==> config.mk <==
export PLATFORM = sky130hd
export DESIGN_NAME = spimsp_top
export DESIGN_NICKNAME = d
export VERILOG_FILES = /design/src/core/spimsp_pkg.sv /design/src/core/spimsp_top.sv
export SDC_FILE = /design/constraint.sdc
export NUM_CORES = 1
export LEC_CHECK = 0
export BUFFER_PORTS_ARGS = -buffer_cell sky130_fd_sc_hd__buf_2
export CAP_MARGIN = 25
export CORE_ASPECT_RATIO = 1.5
export CORE_MARGIN = 2
export CORE_UTILIZATION = 41
export CTS_CLUSTER_DIAMETER = 80
export DETAILED_ROUTE_END_ITERATION = 7
export GPL_TIMING_DRIVEN = 0
export SYNTH_ARGS = -nofsm -noshare
export SYNTH_HDL_FRONTEND = slang
export SYNTH_SLANG_ARGS = --single-unit
export TNS_END_PERCENT = 100
==> constraint.sdc <==
create_clock -name pclk -period 3.9 [get_ports pclk]
set_clock_uncertainty 0.15 [all_clocks]
set_input_delay 0.585 -clock pclk [delete_from_list [all_inputs] [get_ports pclk]]
set_output_delay 0.585 -clock pclk [all_outputs]
set_load 0.05 [all_outputs]
==> src/core/spimsp_pkg.sv <==
// Package: register map, field positions, reset values, transfer length and states of the serial port
package spimsp_pkg;
	// Printed offsets are word indexes; byte address is four times the index
	localparam logic [7:0] IDX_DATA   = 8'h31;
	localparam logic [7:0] IDX_CTRL   = 8'h32;
	localparam logic [7:0] IDX_CSR    = 8'h33;
	localparam logic [7:0] IDX_SYS    = 8'h34;
	localparam logic [9:0] ADDR_DATA  = {IDX_DATA, 2'b00};
	localparam logic [9:0] ADDR_CTRL  = {IDX_CTRL, 2'b00};
	localparam logic [9:0] ADDR_CSR   = {IDX_CSR, 2'b00};
	localparam logic [9:0] ADDR_SYS   = {IDX_SYS, 2'b00};
	// Control register fields
	localparam int CR_IRQ_EN  = 7;
	localparam int CR_PE      = 6;
	localparam int CR_DIV2    = 5;
	localparam int CR_MASTER_SELECT    = 4;
	localparam int CR_CLOCK_IDLE_POLARITY    = 3;
	localparam int CR_CLOCK_CAPTURE_PHASE    = 2;
	// Control/status register fields
	localparam int CS_DONE    = 7;
	localparam int CS_WRITE_COLLISION_FLAG    = 6;
	localparam int CS_OVR     = 5;
	localparam int CS_MODE_FAULT_FLAG    = 4;
	localparam int CS_OD      = 2;
	localparam int CS_SSM     = 1;
	localparam int CS_SSI     = 0;
	// System register fields: halt request and condition-code mask
	localparam int SY_HALT    = 0;
	localparam int SY_CCMASK  = 1;
	localparam logic [7:0] CTRL_RESET = 8'h00;
	localparam logic [2:0] CSR_RESET  = 3'h0;
	localparam logic [3:0] BITS_PER_XFER = 4'h8;
	typedef enum logic [1:0] {SPIMSP_IDLE, SPIMSP_SHIFT, SPIMSP_DONE} spimsp_state_t;
endpackage

==> src/core/spimsp_top.sv <==
// Serial peripheral port: APB registers, master/slave byte shifter, flags and halt wake-up
// Function
// As slave, a finished transfer wakes the chip from halt; byte stays readable.
// Several transfers during halt before flag clear set the overrun flag.
// Halt wake-up only if internal select was low on entering halt.
// Remote master must hold the select pin low when the slave halts.
// Leaving slave mode restores normal state at once; else next transfer does.
// All three events share one request, gated by enable and CPU mask.
// Enable bit set requests on any flagged event; cleared inhibits it.
// Peripheral enable cleared by reset and master select fault; gates pins.
// Master select cleared on fault; master drives clock and swaps data pins.
// Master clock is pclk over 4..128; div2 bit low adds halving. The code halves with the div2 bit high instead.
// Polarity sets clock idle level in both modes; disable before changing.
// Phase selects first or second clock edge as first capture edge.
// Remote party uses identical polarity and phase settings.
// Done flag set at byte end; cleared by status access then data access.
// While done flag set, data writes ignored until status register read.
// Data write during transfer sets write collision; no interrupt from it.
// New byte while done set sets overrun; status read clears it.
// Select low in master mode sets mode fault; status read, control write clear.
// Output disable stops the active data output; else follows peripheral enable.
// Software management takes select from software level; else from pin.
// Data write loads the shifter; in master mode it starts a byte.
// Received byte copied to buffer at byte end; reads return the buffer.
// On overrun the buffer keeps the first byte; later bytes are dropped.
// Mode fault blocks setting enable and master bits except in clear sequence.
// Colliding write is discarded and the transfer continues.
// Eight bits, most significant first, both directions at once.
//
// Chosen here: the APB interface to the registers.
`timescale 1ns/1ps
module spimsp_top
(
	// APB
	input  wire logic        pclk,
	input  wire logic        presetn,
	input  wire logic        psel,
	input  wire logic        penable,
	input  wire logic        pwrite,
	input  wire logic [31:0] paddr,
	input  wire logic [31:0] pwdata,
	output logic             pready,
	output logic [31:0]      prdata,
	output logic             pslverr,
	// Serial pins
	input  wire logic        sck_in,
	output logic             sck_out,
	output logic             sck_oe_n,
	input  wire logic        mosi_in,
	output logic             mosi_out,
	output logic             mosi_oe_n,
	input  wire logic        miso_in,
	output logic             miso_out,
	output logic             miso_oe_n,
	input  wire logic        select_n_in,
	// System
	output logic             irq,
	output logic             wake
);
	// ------------------------------------------------------------
	// State
	// ------------------------------------------------------------
	typedef struct packed {
		logic [7:0]                ctrl;
		logic                      done;
		logic                      write_collision_flag;
		logic                      overrun_flag;
		logic                      mode_fault_flag;
		logic [2:0]                csr_sw;
		logic [1:0]                sys;
		logic [7:0]                shreg;
		logic [7:0]                rxbuf;
		logic [3:0]                bitcnt;
		logic [6:0]                divcnt;
		logic                      sck_lvl;
		logic                      edge_odd;
		logic [7:0]                rxsh;
		logic [3:0]                rxcnt;
		logic                      rxrdy;
		logic [2:0]                cap_pipe;
		logic [4:0]                edgecnt;
		spimsp_pkg::spimsp_state_t st;
		logic                      csr_seen;
		logic                      mode_fault_flag_seen;
		logic                      write_collision_flag_seen;
		logic                      halted;
		logic                      halt_armed;
		logic                      halt_stale;
		logic [2:0]                sck_sync;
		logic [1:0]                ss_sync;
		logic [1:0]                mosi_sync;
		logic [1:0]                miso_sync;
		logic                      pready;
		logic [31:0]               prdata;
		logic                      pslverr;
		logic                      sck_out;
		logic                      sck_oe_n;
		logic                      mosi_out;
		logic                      mosi_oe_n;
		logic                      miso_out;
		logic                      miso_oe_n;
		logic                      irq;
		logic                      wake;
	} spimsp_regs_t;

	spimsp_regs_t r;
	spimsp_regs_t next_r;

	// ------------------------------------------------------------
	// Combinational next state
	// ------------------------------------------------------------
	always_comb
	begin
		logic       acc;
		logic       wr;
		logic       rd;
		logic [9:0] a;
		logic       master;
		logic       ss_int;
		logic       enable;
		logic       sclk_s;
		logic       sclk_p;
		logic       lead;
		logic       in_bit;
		logic       cap;
		logic       shf;
		logic       fin;
		logic [6:0] half;
		logic [7:0] wctrl;
		logic       rcap;
		logic       fault;
		next_r = r;
		acc    = psel && penable && !r.pready;
		wr     = acc && pwrite;
		rd     = acc && !pwrite;
		a      = paddr[9:0];
		master = r.ctrl[spimsp_pkg::CR_MASTER_SELECT];
		enable = r.ctrl[spimsp_pkg::CR_PE];
		cap    = 1'b0;
		shf    = 1'b0;
		fin    = 1'b0;
		wctrl  = pwdata[7:0];
		rcap   = 1'b0;
		sclk_s = r.sck_sync[1];
		sclk_p = r.sck_sync[2];
		lead   = (sclk_p == r.ctrl[spimsp_pkg::CR_CLOCK_IDLE_POLARITY]);
		fault  = master && !r.csr_sw[spimsp_pkg::CS_SSM] && !r.ss_sync[1];
		// Pin synchronisers; only the last stage is read, except the clock, whose last two stages are read
		next_r.sck_sync  = {r.sck_sync[1:0], sck_in};
		next_r.ss_sync   = {r.ss_sync[0], select_n_in};
		next_r.mosi_sync = {r.mosi_sync[0], mosi_in};
		next_r.miso_sync = {r.miso_sync[0], miso_in};
		ss_int = r.csr_sw[spimsp_pkg::CS_SSM] ? r.csr_sw[spimsp_pkg::CS_SSI]
			: r.ss_sync[1];
		in_bit = master ? r.miso_sync[1] : r.mosi_sync[1];
		// half period = 2^(rate) scaled; /4 is two cycles per half
		unique case ({r.ctrl[spimsp_pkg::CR_DIV2], r.ctrl[1:0]})
			3'b100:  half = 7'h02;
			3'b000:  half = 7'h04;
			3'b001:  half = 7'h08;
			3'b110:  half = 7'h10;
			3'b010:  half = 7'h20;
			3'b011:  half = 7'h40;
			default: half = 7'h04;
		endcase
		// ------------------------------------------------------------
		// Shift engine
		// ------------------------------------------------------------
		if (master && enable && r.st == spimsp_pkg::SPIMSP_SHIFT
			&& r.edgecnt != {spimsp_pkg::BITS_PER_XFER, 1'b0})
		begin
			if (r.divcnt == half - 7'h01)
			begin
				next_r.divcnt  = 7'h00;
				next_r.edgecnt = r.edgecnt + 5'h01;
				next_r.sck_lvl = !r.sck_lvl;
				next_r.edge_odd = !r.edge_odd;
				// Leading edge captures when phase is 0, trailing when 1
				if (r.edge_odd == r.ctrl[spimsp_pkg::CR_CLOCK_CAPTURE_PHASE])
					cap = 1'b1;
				else
					shf = 1'b1;
			end
			else
				next_r.divcnt = r.divcnt + 7'h01;
		end
		else if (!master && enable && !ss_int)
		begin
			if (sclk_s != sclk_p)
			begin
				if (lead != r.ctrl[spimsp_pkg::CR_CLOCK_CAPTURE_PHASE])
					cap = 1'b1;
				else
					shf = 1'b1;
				// Only a leading edge opens a byte, never the trailing edge of the last one
				if (r.st == spimsp_pkg::SPIMSP_IDLE && lead)
					next_r.st = spimsp_pkg::SPIMSP_SHIFT;
			end
		end
		if (!master || r.st == spimsp_pkg::SPIMSP_IDLE)
		begin
			next_r.sck_lvl  = r.ctrl[spimsp_pkg::CR_CLOCK_IDLE_POLARITY];
			next_r.edge_odd = 1'b0;
			next_r.divcnt   = 7'h00;
			next_r.edgecnt  = 5'h00;
		end
		// Master capture waits out the clock output flop and the input synchroniser
		next_r.cap_pipe = {r.cap_pipe[1:0], cap && master};
		rcap = master ? r.cap_pipe[2] : cap;
		if (cap)
			next_r.bitcnt = r.bitcnt + 4'h1;
		// With phase 1 the first edge launches the bit already on the line
		if (shf && (!r.ctrl[spimsp_pkg::CR_CLOCK_CAPTURE_PHASE] || r.bitcnt != 4'h0))
			next_r.shreg = {r.shreg[6:0], 1'b0};
		if (rcap)
		begin
			next_r.rxsh  = {r.rxsh[6:0], in_bit};
			next_r.rxcnt = r.rxcnt + 4'h1;
			if (r.rxcnt == spimsp_pkg::BITS_PER_XFER - 4'h1)
			begin
				next_r.rxcnt = 4'h0;
				next_r.rxrdy = 1'b1;
			end
		end
		// A master also waits for its last clock edge
		fin = r.rxrdy && (!master || r.edgecnt == {spimsp_pkg::BITS_PER_XFER, 1'b0});
		if (fin)
		begin
			next_r.bitcnt = 4'h0;
			next_r.rxrdy  = 1'b0;
			next_r.st = spimsp_pkg::SPIMSP_DONE;
		end
		if (r.st == spimsp_pkg::SPIMSP_DONE)
		begin
			// Phase 0 finishes its last shift here, then the byte is complete
			next_r.st = spimsp_pkg::SPIMSP_IDLE;
			if (master)
				next_r.sck_lvl = r.ctrl[spimsp_pkg::CR_CLOCK_IDLE_POLARITY];
			begin
				logic [7:0] rx;
				rx = r.rxsh;
				next_r.shreg = rx;
				if (r.done)
					next_r.overrun_flag = 1'b1;
				else
					next_r.rxbuf = rx;
				next_r.done = 1'b1;
				if (r.halted && !r.halt_stale && r.halt_armed && !master)
					next_r.wake = 1'b1;
			end
		end
		// ------------------------------------------------------------
		// Mode fault
		// ------------------------------------------------------------
		if (fault)
		begin
			next_r.mode_fault_flag = 1'b1;
			next_r.rxcnt = 4'h0;
			next_r.rxrdy = 1'b0;
			next_r.ctrl[spimsp_pkg::CR_PE]   = 1'b0;
			next_r.ctrl[spimsp_pkg::CR_MASTER_SELECT] = 1'b0;
			next_r.st = spimsp_pkg::SPIMSP_IDLE;
			next_r.bitcnt = 4'h0;
		end
		// ------------------------------------------------------------
		// APB access
		// ------------------------------------------------------------
		next_r.pready  = acc;
		next_r.pslverr = 1'b0;
		if (rd)
		begin
			next_r.prdata = 32'h0000_0000;
			unique case (a)
				spimsp_pkg::ADDR_DATA: next_r.prdata[7:0] = r.rxbuf;
				spimsp_pkg::ADDR_CTRL: next_r.prdata[7:0] = r.ctrl;
				spimsp_pkg::ADDR_CSR:  next_r.prdata[7:0] =
					{r.done, r.write_collision_flag, r.overrun_flag, r.mode_fault_flag, 1'b0, r.csr_sw};
				spimsp_pkg::ADDR_SYS:  next_r.prdata[7:0] = {6'h00, r.sys};
				default:               next_r.pslverr = 1'b1;
			endcase
		end
		if (wr && !(a inside {spimsp_pkg::ADDR_DATA, spimsp_pkg::ADDR_CTRL,
			spimsp_pkg::ADDR_CSR, spimsp_pkg::ADDR_SYS}))
			next_r.pslverr = 1'b1;
		if (acc && a == spimsp_pkg::ADDR_CSR)
		begin
			next_r.csr_seen  = r.done;
			next_r.write_collision_flag_seen = r.write_collision_flag;
			if (rd)
			begin
				next_r.overrun_flag = r.st == spimsp_pkg::SPIMSP_DONE && r.done;
				next_r.mode_fault_flag_seen = r.mode_fault_flag;
			end
			if (wr)
				next_r.csr_sw = pwdata[2:0];
		end
		if (acc && a == spimsp_pkg::ADDR_DATA)
		begin
			if (r.csr_seen && r.st != spimsp_pkg::SPIMSP_DONE)
				next_r.done = 1'b0;
			next_r.csr_seen = 1'b0;
			if (r.write_collision_flag_seen)
				next_r.write_collision_flag = 1'b0;
			next_r.write_collision_flag_seen = 1'b0;
			if (wr && !(r.done && !r.csr_seen))
			begin
				if (r.st != spimsp_pkg::SPIMSP_IDLE || (!master && !ss_int && r.bitcnt != 4'h0))
					next_r.write_collision_flag = 1'b1;
				else
				begin
					next_r.shreg = pwdata[7:0];
					next_r.bitcnt = 4'h0;
					next_r.rxcnt = 4'h0;
					next_r.rxrdy = 1'b0;
					if (master && enable)
						next_r.st = spimsp_pkg::SPIMSP_SHIFT;
				end
			end
		end
		if (wr && a == spimsp_pkg::ADDR_CTRL)
		begin
			if (r.mode_fault_flag && !r.mode_fault_flag_seen)
			begin
				wctrl[spimsp_pkg::CR_PE]   = 1'b0;
				wctrl[spimsp_pkg::CR_MASTER_SELECT] = 1'b0;
			end
			// A fault arriving with the clearing write keeps the flag set
			if (r.mode_fault_flag_seen && !fault)
				next_r.mode_fault_flag = 1'b0;
			next_r.mode_fault_flag_seen = 1'b0;
			next_r.ctrl = wctrl;
			if (!wctrl[spimsp_pkg::CR_MASTER_SELECT])
				next_r.halt_stale = 1'b0;
			if (wctrl[spimsp_pkg::CR_MASTER_SELECT])
				next_r.halt_stale = 1'b0;
		end
		if (wr && a == spimsp_pkg::ADDR_SYS)
			next_r.sys = pwdata[1:0];
		// ------------------------------------------------------------
		// Halt and wake-up
		// ------------------------------------------------------------
		if (r.sys[spimsp_pkg::SY_HALT] && !r.halted)
		begin
			next_r.halted = 1'b1;
			next_r.halt_armed = !ss_int && !master;
		end
		if (!r.sys[spimsp_pkg::SY_HALT])
		begin
			if (r.halted && !master)
				next_r.halt_stale = 1'b1;
			next_r.halted = 1'b0;
			next_r.wake = 1'b0;
		end
		if (master)
			next_r.halt_stale = 1'b0;
		else if (r.st == spimsp_pkg::SPIMSP_DONE && !r.halted)
			next_r.halt_stale = 1'b0;
		// ------------------------------------------------------------
		// Pins and interrupt
		// ------------------------------------------------------------
		next_r.irq = r.ctrl[spimsp_pkg::CR_IRQ_EN] && !r.sys[spimsp_pkg::SY_CCMASK]
			&& (r.done || r.mode_fault_flag || r.overrun_flag);
		next_r.sck_out   = r.sck_lvl;
		next_r.sck_oe_n  = !(enable && master);
		next_r.mosi_out  = r.shreg[7];
		next_r.miso_out  = r.shreg[7];
		next_r.mosi_oe_n = !(enable && master && !r.csr_sw[spimsp_pkg::CS_OD]);
		next_r.miso_oe_n = !(enable && !master && !ss_int
			&& !r.csr_sw[spimsp_pkg::CS_OD]);
	end

	// ------------------------------------------------------------
	// Registers
	// ------------------------------------------------------------
	always_ff @(posedge pclk or negedge presetn)
	begin
		if (!presetn)
		begin
			r           <= '0;
			r.ctrl      <= spimsp_pkg::CTRL_RESET;
			r.csr_sw    <= spimsp_pkg::CSR_RESET;
			r.st        <= spimsp_pkg::SPIMSP_IDLE;
			r.sck_oe_n  <= 1'b1;
			r.mosi_oe_n <= 1'b1;
			r.miso_oe_n <= 1'b1;
			r.ss_sync   <= 2'b11;
		end
		else
			r <= next_r;
	end

	assign pready    = r.pready;
	assign prdata    = r.prdata;
	assign pslverr   = r.pslverr;
	assign sck_out   = r.sck_out;
	assign sck_oe_n  = r.sck_oe_n;
	assign mosi_out  = r.mosi_out;
	assign mosi_oe_n = r.mosi_oe_n;
	assign miso_out  = r.miso_out;
	assign miso_oe_n = r.miso_oe_n;
	assign irq       = r.irq;
	assign wake      = r.wake;
endmodule

==> results of run 1 <==
## final timing paths
kind,to,cells past startpoint,slack [ns],start
min in group pclk,next_r[47]$_DFF_PN1_,1,0.18,select_n_in
min reg2reg,next_r[66]$_DFF_PN0_,0,0.21,next_r[65]$_DFF_PN0_
min,r[54]$_DFFE_PN0P_,1,0.02,presetn
max reg2reg,r[107]$_DFF_PN0_,9,1.13,r[89]$_DFF_PN0_
max,r[107]$_DFF_PN0_,9,1.13,r[89]$_DFF_PN0_
max in group asynchronous,miso_oe_n$_DFF_PN1_,2,2.84,presetn
## kinds of logic (layout without fill, tap and decap cells)
| family | Yosys count | after routing |
|---|---|---|
| adders and majority gates | 6 | 6 |
| and+or+nand+nor | 177 | 177 |
| DFF | 101 | 101 |
| buffers and inverters | 65 | 126 |
| AOI/OAI and AO/OA | 104 | 104 |
| muxes | 43 | 43 |
| xor gates and xnor gates | 12 | 12 |
| other | 1 | 24 |
## layout by cell type (no fill, tap or decap), types with 4 or more instances in the layout
master     netlist  final
dfrtp_1         96     96
nor2_1          42     42
nand3b_1         4      4
buf_2            6     49
dfstp_2          5      5
ha_1             6      6
nand4_1          9      9
clkbuf_1         9      9
o21a_1           4      4
o21ai_0         21     21
buf_4           35     36
mux2_2          28     28
o31ai_1          6      6
clkbuf_16        0      9
a21o_1           8      8
nand2_1         48     48
inv_1           11     11
nor2b_1          4      4
a31oi_1          7      7
nor3b_1          5      5
conb_1           1     24
nand2b_1         4      4
nand3_1         16     16
o211ai_1         7      7
nor3_1           7      7
a22o_1           5      5
mux2i_1         15     15
a22oi_1          4      4
a21oi_1         24     24
xnor2_1          5      5
xor2_1           5      5
## worst max-delay path: stages (launching register included)
cell      delay, ns
dfrtp_1        0.40
inv_1          0.08
ha_1           0.15
nor3b_1        0.35
o31ai_1        0.26
or4_1          0.60
buf_2          0.19
o211ai_1       0.18
mux2_2         0.18
o211ai_1       0.09
## area by class of cell
cell class	instances	area, sq um	area share (%)
plain buffers	53	355	5.82
flip-flops and latches	101	2530	41.5
well taps	156	195	3.20
repair buffers	45	250	4.10
inverters	12	45.0	0.738
clock inverters	6	55.1	0.902
clock buffers	10	239	3.92
multi-input cells	366	2430	39.8
## synth_stat cells (all sizes together), types with 10 or more instances
cell type / n / area (sq um)
nand3: 17 / 90.1
buf: 43 / 308
clkbuf: 10 / 47.5
mux2i: 15 / 150
nor2: 42 / 158
dfrtp: 96 / 2400
nand4: 10 / 68.8
nand2: 48 / 180
inv: 12 / 45.0
a21oi: 25 / 129
o21ai: 24 / 120
mux2: 28 / 315
## power by group
part	internal, W	leakage, nW	switching, W
clock	0.000463	0.139	0.000421
sequential	0.00106	1.34	0.00000882
combinational	0.0000483	1.43	0.000109
## flip-flops by register name, indices dropped and copies added (netlist names)
name and cells:
prdata 8, wake 1, sck_out 1, miso_oe_n 1, irq 1, next_r 9, sck_oe_n 1, r 75
mosi_oe_n 1, pready 1, miso_out 1, pslverr 1
## stage by stage
| step | worst slack (ns) | cells | power, W | hold slack (ns) |
|---|---|---|---|---|
| final | 1.13 | 749 | 0.00211 | 0.0165 |
| after global routing | 0.975 | 749 | 0.00220 | 0.0331 |
| after CTS | 1.12 | 749 | 0.00213 | 0.0255 |
| after detailed placement | 1.08 | 733 | 0.00125 | 0.186 |
| after global placement | 1.03 | 732 | 0.00124 | 0.185 |
| after floorplan | 1.49 | 532 | 0.00119 | 0.139 |
## metal layers
metal	GRT usage [%]	vias to the layer above	wire (um)
met5	0	-	0
met4	9.19	0	422
met3	2.79	23	367
met2	32.9	75	6590
met1	22.3	1930	4900
li1	-	1915	-
==> results.md, run 1 <==
- Run status: completed
- Num Clock Sinks: just over 100
- H-tree depth: 3
- Rows: 50
- Crit path DAT: 2.83 ns
- Peak VDD IR: 0.000253 V
- HP Class: input pin to async pin
- Clk slew on worst S/H paths: 0.07 ns
- Initial antenna violation count: 0
- Final HPWL DP: roughly 9500 um
- P_leak: roughly 2.9 nW
- Synthesis-stage register bit count: 101
- Post-synthesis cell count: 509
- Share of cells above drive strength 1: 27.5%
- Grt total ovfl: 0
- Multiplexer area fraction after synthesis: 8.82%
- Post-DP Area: 5810 sq um
- Number of global-route vias before repair: a little under 4000
- Antenna cells: 0
- Final Instance Area: about 6100 sq um
- Critical Path Fanout Max: 6
- Post-CTS Setup Inserts: 0
- Post-layout util: 48.8%
- CTS tree: done
- TritonRoute pass-1 iters: 4
- First-pass GRT wire length: 20600 um
- Post-Route WL: 12300 um
- Synth Area in Simple Gates: 18.3%
- Combinational family with the most area after synthesis: simple AND/OR/NAND/NOR gates
- Synth cell types: 72
- Number of I/O port buffers: 44
- Synth Area per Inst: 10.4 sq um
- Crit share post-route: 71.1%
- GPL Wtd Cong: roughly 0.88
- Peak Freq: 361 MHz
- Final ANT Viol Nets: 0
- Synth Flop Type: dfrtp_1
- Ys async rst share: 100%
- Synth Area in Compound Gates: 13.2%
- Fin Setup TNS: 0 ns
- Min cycle time layout: 2.77 ns
- IO Count: between 100 and 150
- Avg Vias per Cell: between 5 and 6
- RSZ-0062 raised after global routing: no
- Clock Path Buffers: 2
- Max-slew headroom: 39.5%
- Area share of fa/ha/maj cells after synthesis: 1.42%
- Vias: just under 4000
- Fillcell total: 1200
- Chip Width: 96.6 um
- CTS Buf Count: 9
- Fin. max-slew vios: 0
- Kind of critical path: flop to flop
- Max Cap Viol: 0
- Initial core utilization: between 40% and 50%
- Post-cts sizing count: 0
- CP required: around 4 ns
- Endpoints failing hold: 0
- Largest net degree at the start of global routing: 74
- DRT iter0 DRCs: 172
- Crit start category: flop
- Final nets: 667
- Die ar.: approximately 14000 sq um
- Hold-fix buffer count after cts: 0
- Endpoints failing setup: 0
- Die Y: about 140 um
- Core ar.: 12500 sq um
- CP Capture Type: flop
- Synth Area in XOR/XNOR: 2.49%
- GRT Util Overall: about a fifth
- Mapped cell area: around 5300 sq um
- Worst slew pin tran: roughly 0.90 ns
- Power Density: between 300 and 400 nW/um^2
- Yosys warnings: 0
- Area growth syn-to-layout: 15.7%
- Post-synthesis sequential area ratio: 48.0%
- Worst skew pair latency: 0.34 ns
- Root buffer cell: clkbuf_16
- Drt drc: 0
- Routed len/inst: 16.4 um
- Number of synthesized flops with an enable pin: 0
Power figures use the tool's default switching activity.
==> inputs of run 2 (changes only) <==
--- a/config.mk
+++ b/config.mk
@@ -13,6 +13,7 @@
 export CTS_CLUSTER_DIAMETER = 80
 export DETAILED_ROUTE_END_ITERATION = 7
 export GPL_TIMING_DRIVEN = 0
+export PLACE_DENSITY = 0.65
 export SYNTH_ARGS = -nofsm -noshare
 export SYNTH_HDL_FRONTEND = slang
 export SYNTH_SLANG_ARGS = --single-unit
==> constraint.sdc (replaced) <==
create_clock -name pclk -period 2.52 [get_ports pclk]
set_clock_uncertainty 0.15 [all_clocks]
set_input_delay 0.378 -clock pclk [delete_from_list [all_inputs] [get_ports pclk]]
set_output_delay 0.378 -clock pclk [all_outputs]
set_load 0.05 [all_outputs]
==> run 2 against run 1 <==
  * Wire length up 3.4%
  * First-iteration DRC count up 26%
  * Global-route usage about the same
  * Maximum frequency up 11%
  * Sequential cell count unchanged
==> results.md, run 2 (same netlist as run 1, synthesis figures left out) <==
- Run status: completed
- Drt drc: 0 (unchanged)
- Crit path DAT: 2.61 ns (-0.22 ns)
- Min cycle time layout: 2.49 ns (-0.281 ns)
- R2R Path Start: r[121]$_DFFE_PN0P_
- Fillcell total: 1156 (-3.7%)
- RSZ-0062 raised after global routing: yes
- Crit share post-route: 98.9% (+28 points)
- Kind of critical path: flop to flop
- Worst-case reg-to-reg path depth: 10 (+1)
- Endpoints failing hold: 0 (unchanged)
- Routed len/inst: 16.5 um (+0.84%)
- Largest net degree at the start of global routing: 74 (unchanged)
- TritonRoute pass-1 iters: 4 (unchanged)
- Endpoints failing setup: 0 (unchanged)
- Die Y: 143 um (unchanged)
- P_leak: 3.05 nW (+4.9%)
- Setup ws final: 0.0272 ns (-1.10 ns)
- First-pass GRT wire length: 20500 um (-0.17%)
- IO Count: 115 (unchanged)
- Grt total ovfl: 0 (unchanged)
- Post-Place Worst Slack: -0.308 ns (-1.39 ns)
- Power Density: 529 nW/um^2 (+53%)
- Final ANT Viol Nets: 0 (unchanged)
- Commonest non-fill, non-tap cells in the layout: dfrtp_1 (94), buf_4 (49), nand2_1 (48), buf_2 (48), nor2_1 (42)
- Post-Route WL: 12700 um (+3.4%)
- Area growth syn-to-layout: 20.9%
- Peak VDD IR: 0.000367 V (+45%)
- Initial antenna violation count: 0 (unchanged)
- Hold path start: pwdata[3]
- Vias: 4119 (+4.5%)
- CP Capture Type: flop
- Initial core utilization: 42.2% (unchanged)
- Chip Width: 96.6 um (unchanged)
- Worst hold stages: 2
- R2r setup slk: 0.03 ns (-1.10 ns)
- Number of global-route vias before repair: 4125 (+4.9%)
- Share of cells above drive strength 1: 30.6% (+3.1 points)
- Final HPWL DP: 9440 um (-0.57%)
- Commonest non-fill, non-tap cell in the layout: dfrtp_1
- GRT Util Overall: 18.7% (about the same)
- Largest Register: r
- Critical Path Fanout Max: 8 (+2)
- CTS tree: done
- Fin Setup TNS: 0 ns (unchanged)
- DRT iter0 DRCs: 217 (+26%)
- CTS Buf Count: 9 (unchanged)
- Num Clock Sinks: 101 (unchanged)
- Antenna cells: 0 (unchanged)
- HP Class: input pin to flop
- H-tree depth: 3 (unchanged)
- R2R Path End: r[102]$_DFF_PN0_
- Final nets: 686 (+2.8%)
- Rows: 50 (unchanged)
- Peak Freq: 401 MHz (+11%)
- Number of I/O port buffers: 44 (unchanged)
- CP required: 2.64 ns (-1.32 ns)
- Worst slew pin tran: 0.705 ns (-0.194 ns)
- Fin. max-slew vios: 0 (unchanged)
- Max-slew headroom: 52.8% (+13 points)
- Core ar.: 12500 sq um (unchanged)
- Worst skew pair latency: 0.35 ns (about the same)
- Crit start category: flop
- Avg Vias per Cell: 5.36 (+1.9%)
- Max reg flops: 75 (unchanged)
- Max Cap Viol: 0 (unchanged)
- Clk slew on worst S/H paths: 0.07 ns (about the same)
- Die ar.: 13800 sq um (unchanged)
- Clock Path Buffers: 2 (unchanged)
- Worst Hold Endpoint: r[121]$_DFFE_PN0P_
- GPL Wtd Cong: 0.831 (-5.7%)
- Root buffer cell: clkbuf_16
run 2: what timing repair did:
action	CTS	global route
setup endpoints to repair	24	22
hold buffers	5	0
cloned	0	2
buffers inserted	1	12
hold endpoints to repair	29	0
pin swaps	1	12
gates resized for setup	8	16
run 2: routing by layer:
metal  track usage [%]  wire length [um]  up-vias
met4              8.23               355        0
li1                  -                 -     1953
met3              2.55               358       22
met2              34.1              6900       83
met5                 0                 0        -
met1              21.9              5080     2061
run 2: metrics by stage:
stage               utilization [%]  area [sq um]  hold WS [ns]  total power, W  instances
detailed placement             46.4          5810         0.183         0.00193        733
finish                         51.0          6380         0.148         0.00337        768
CTS                            49.7          6220         0.140         0.00340        755
global route                   51.0          6380         0.155         0.00350        768
global placement               46.2          5780         0.185         0.00192        732
floorplan                         -          5360       -0.0676         0.00185        532
run 2: power breakdown:
group / internal (W) / total (W) / switching, W
logic: 0.0000857 / 0.000259 / 0.000174
clock network: 0.000835 / 0.00146 / 0.000624
registers: 0.00164 / 0.00166 / 0.0000134
total: 0.00256 / 0.00337 / 0.000811
run 2: area by class of cell:
type | count | area (sq um) | area share [%]
sequential | 101 | 2540 | 39.8
multi-input combinational | 366 | 2510 | 39.4
timing repair buffer | 65 | 414 | 6.49
buffer | 52 | 358 | 5.61
clock buffer | 11 | 253 | 3.96
tap | 156 | 195 | 3.06
clock inverter | 5 | 65.1 | 1.02
inverter | 12 | 45.0 | 0.706
run 2: worst max-delay path, stage by stage, from the launching register on:
cell and delay (ns):
dfrtp_1 0.38, buf_6 0.14, or3b_4 0.38, a2111oi_4 0.34, buf_4 0.19, nand2_1 0.08
o211ai_1 0.10, buf_4 0.16, buf_4 0.13, nand4_1 0.13, a31oi_1 0.23
run 2: worst max-delay path by stage:
stage	from	endpoint	slack, ns
2_1_floorplan	r[59]$_DFFE_PN0P_	r[92]$_DFF_PN0_	0.24
5_1_grt	r[121]$_DFFE_PN0P_	r[102]$_DFF_PN0_	-0.04
4_1_cts	r[112]$_DFFE_PN0P_	r[91]$_DFF_PN0_	-0.01
6_report	r[121]$_DFFE_PN0P_	r[102]$_DFF_PN0_	0.03
3_5_place_dp	r[89]$_DFF_PN0_	r[107]$_DFF_PN0_	-0.31
3_3_place_gp	r[89]$_DFF_PN0_	r[107]$_DFF_PN0_	-0.26
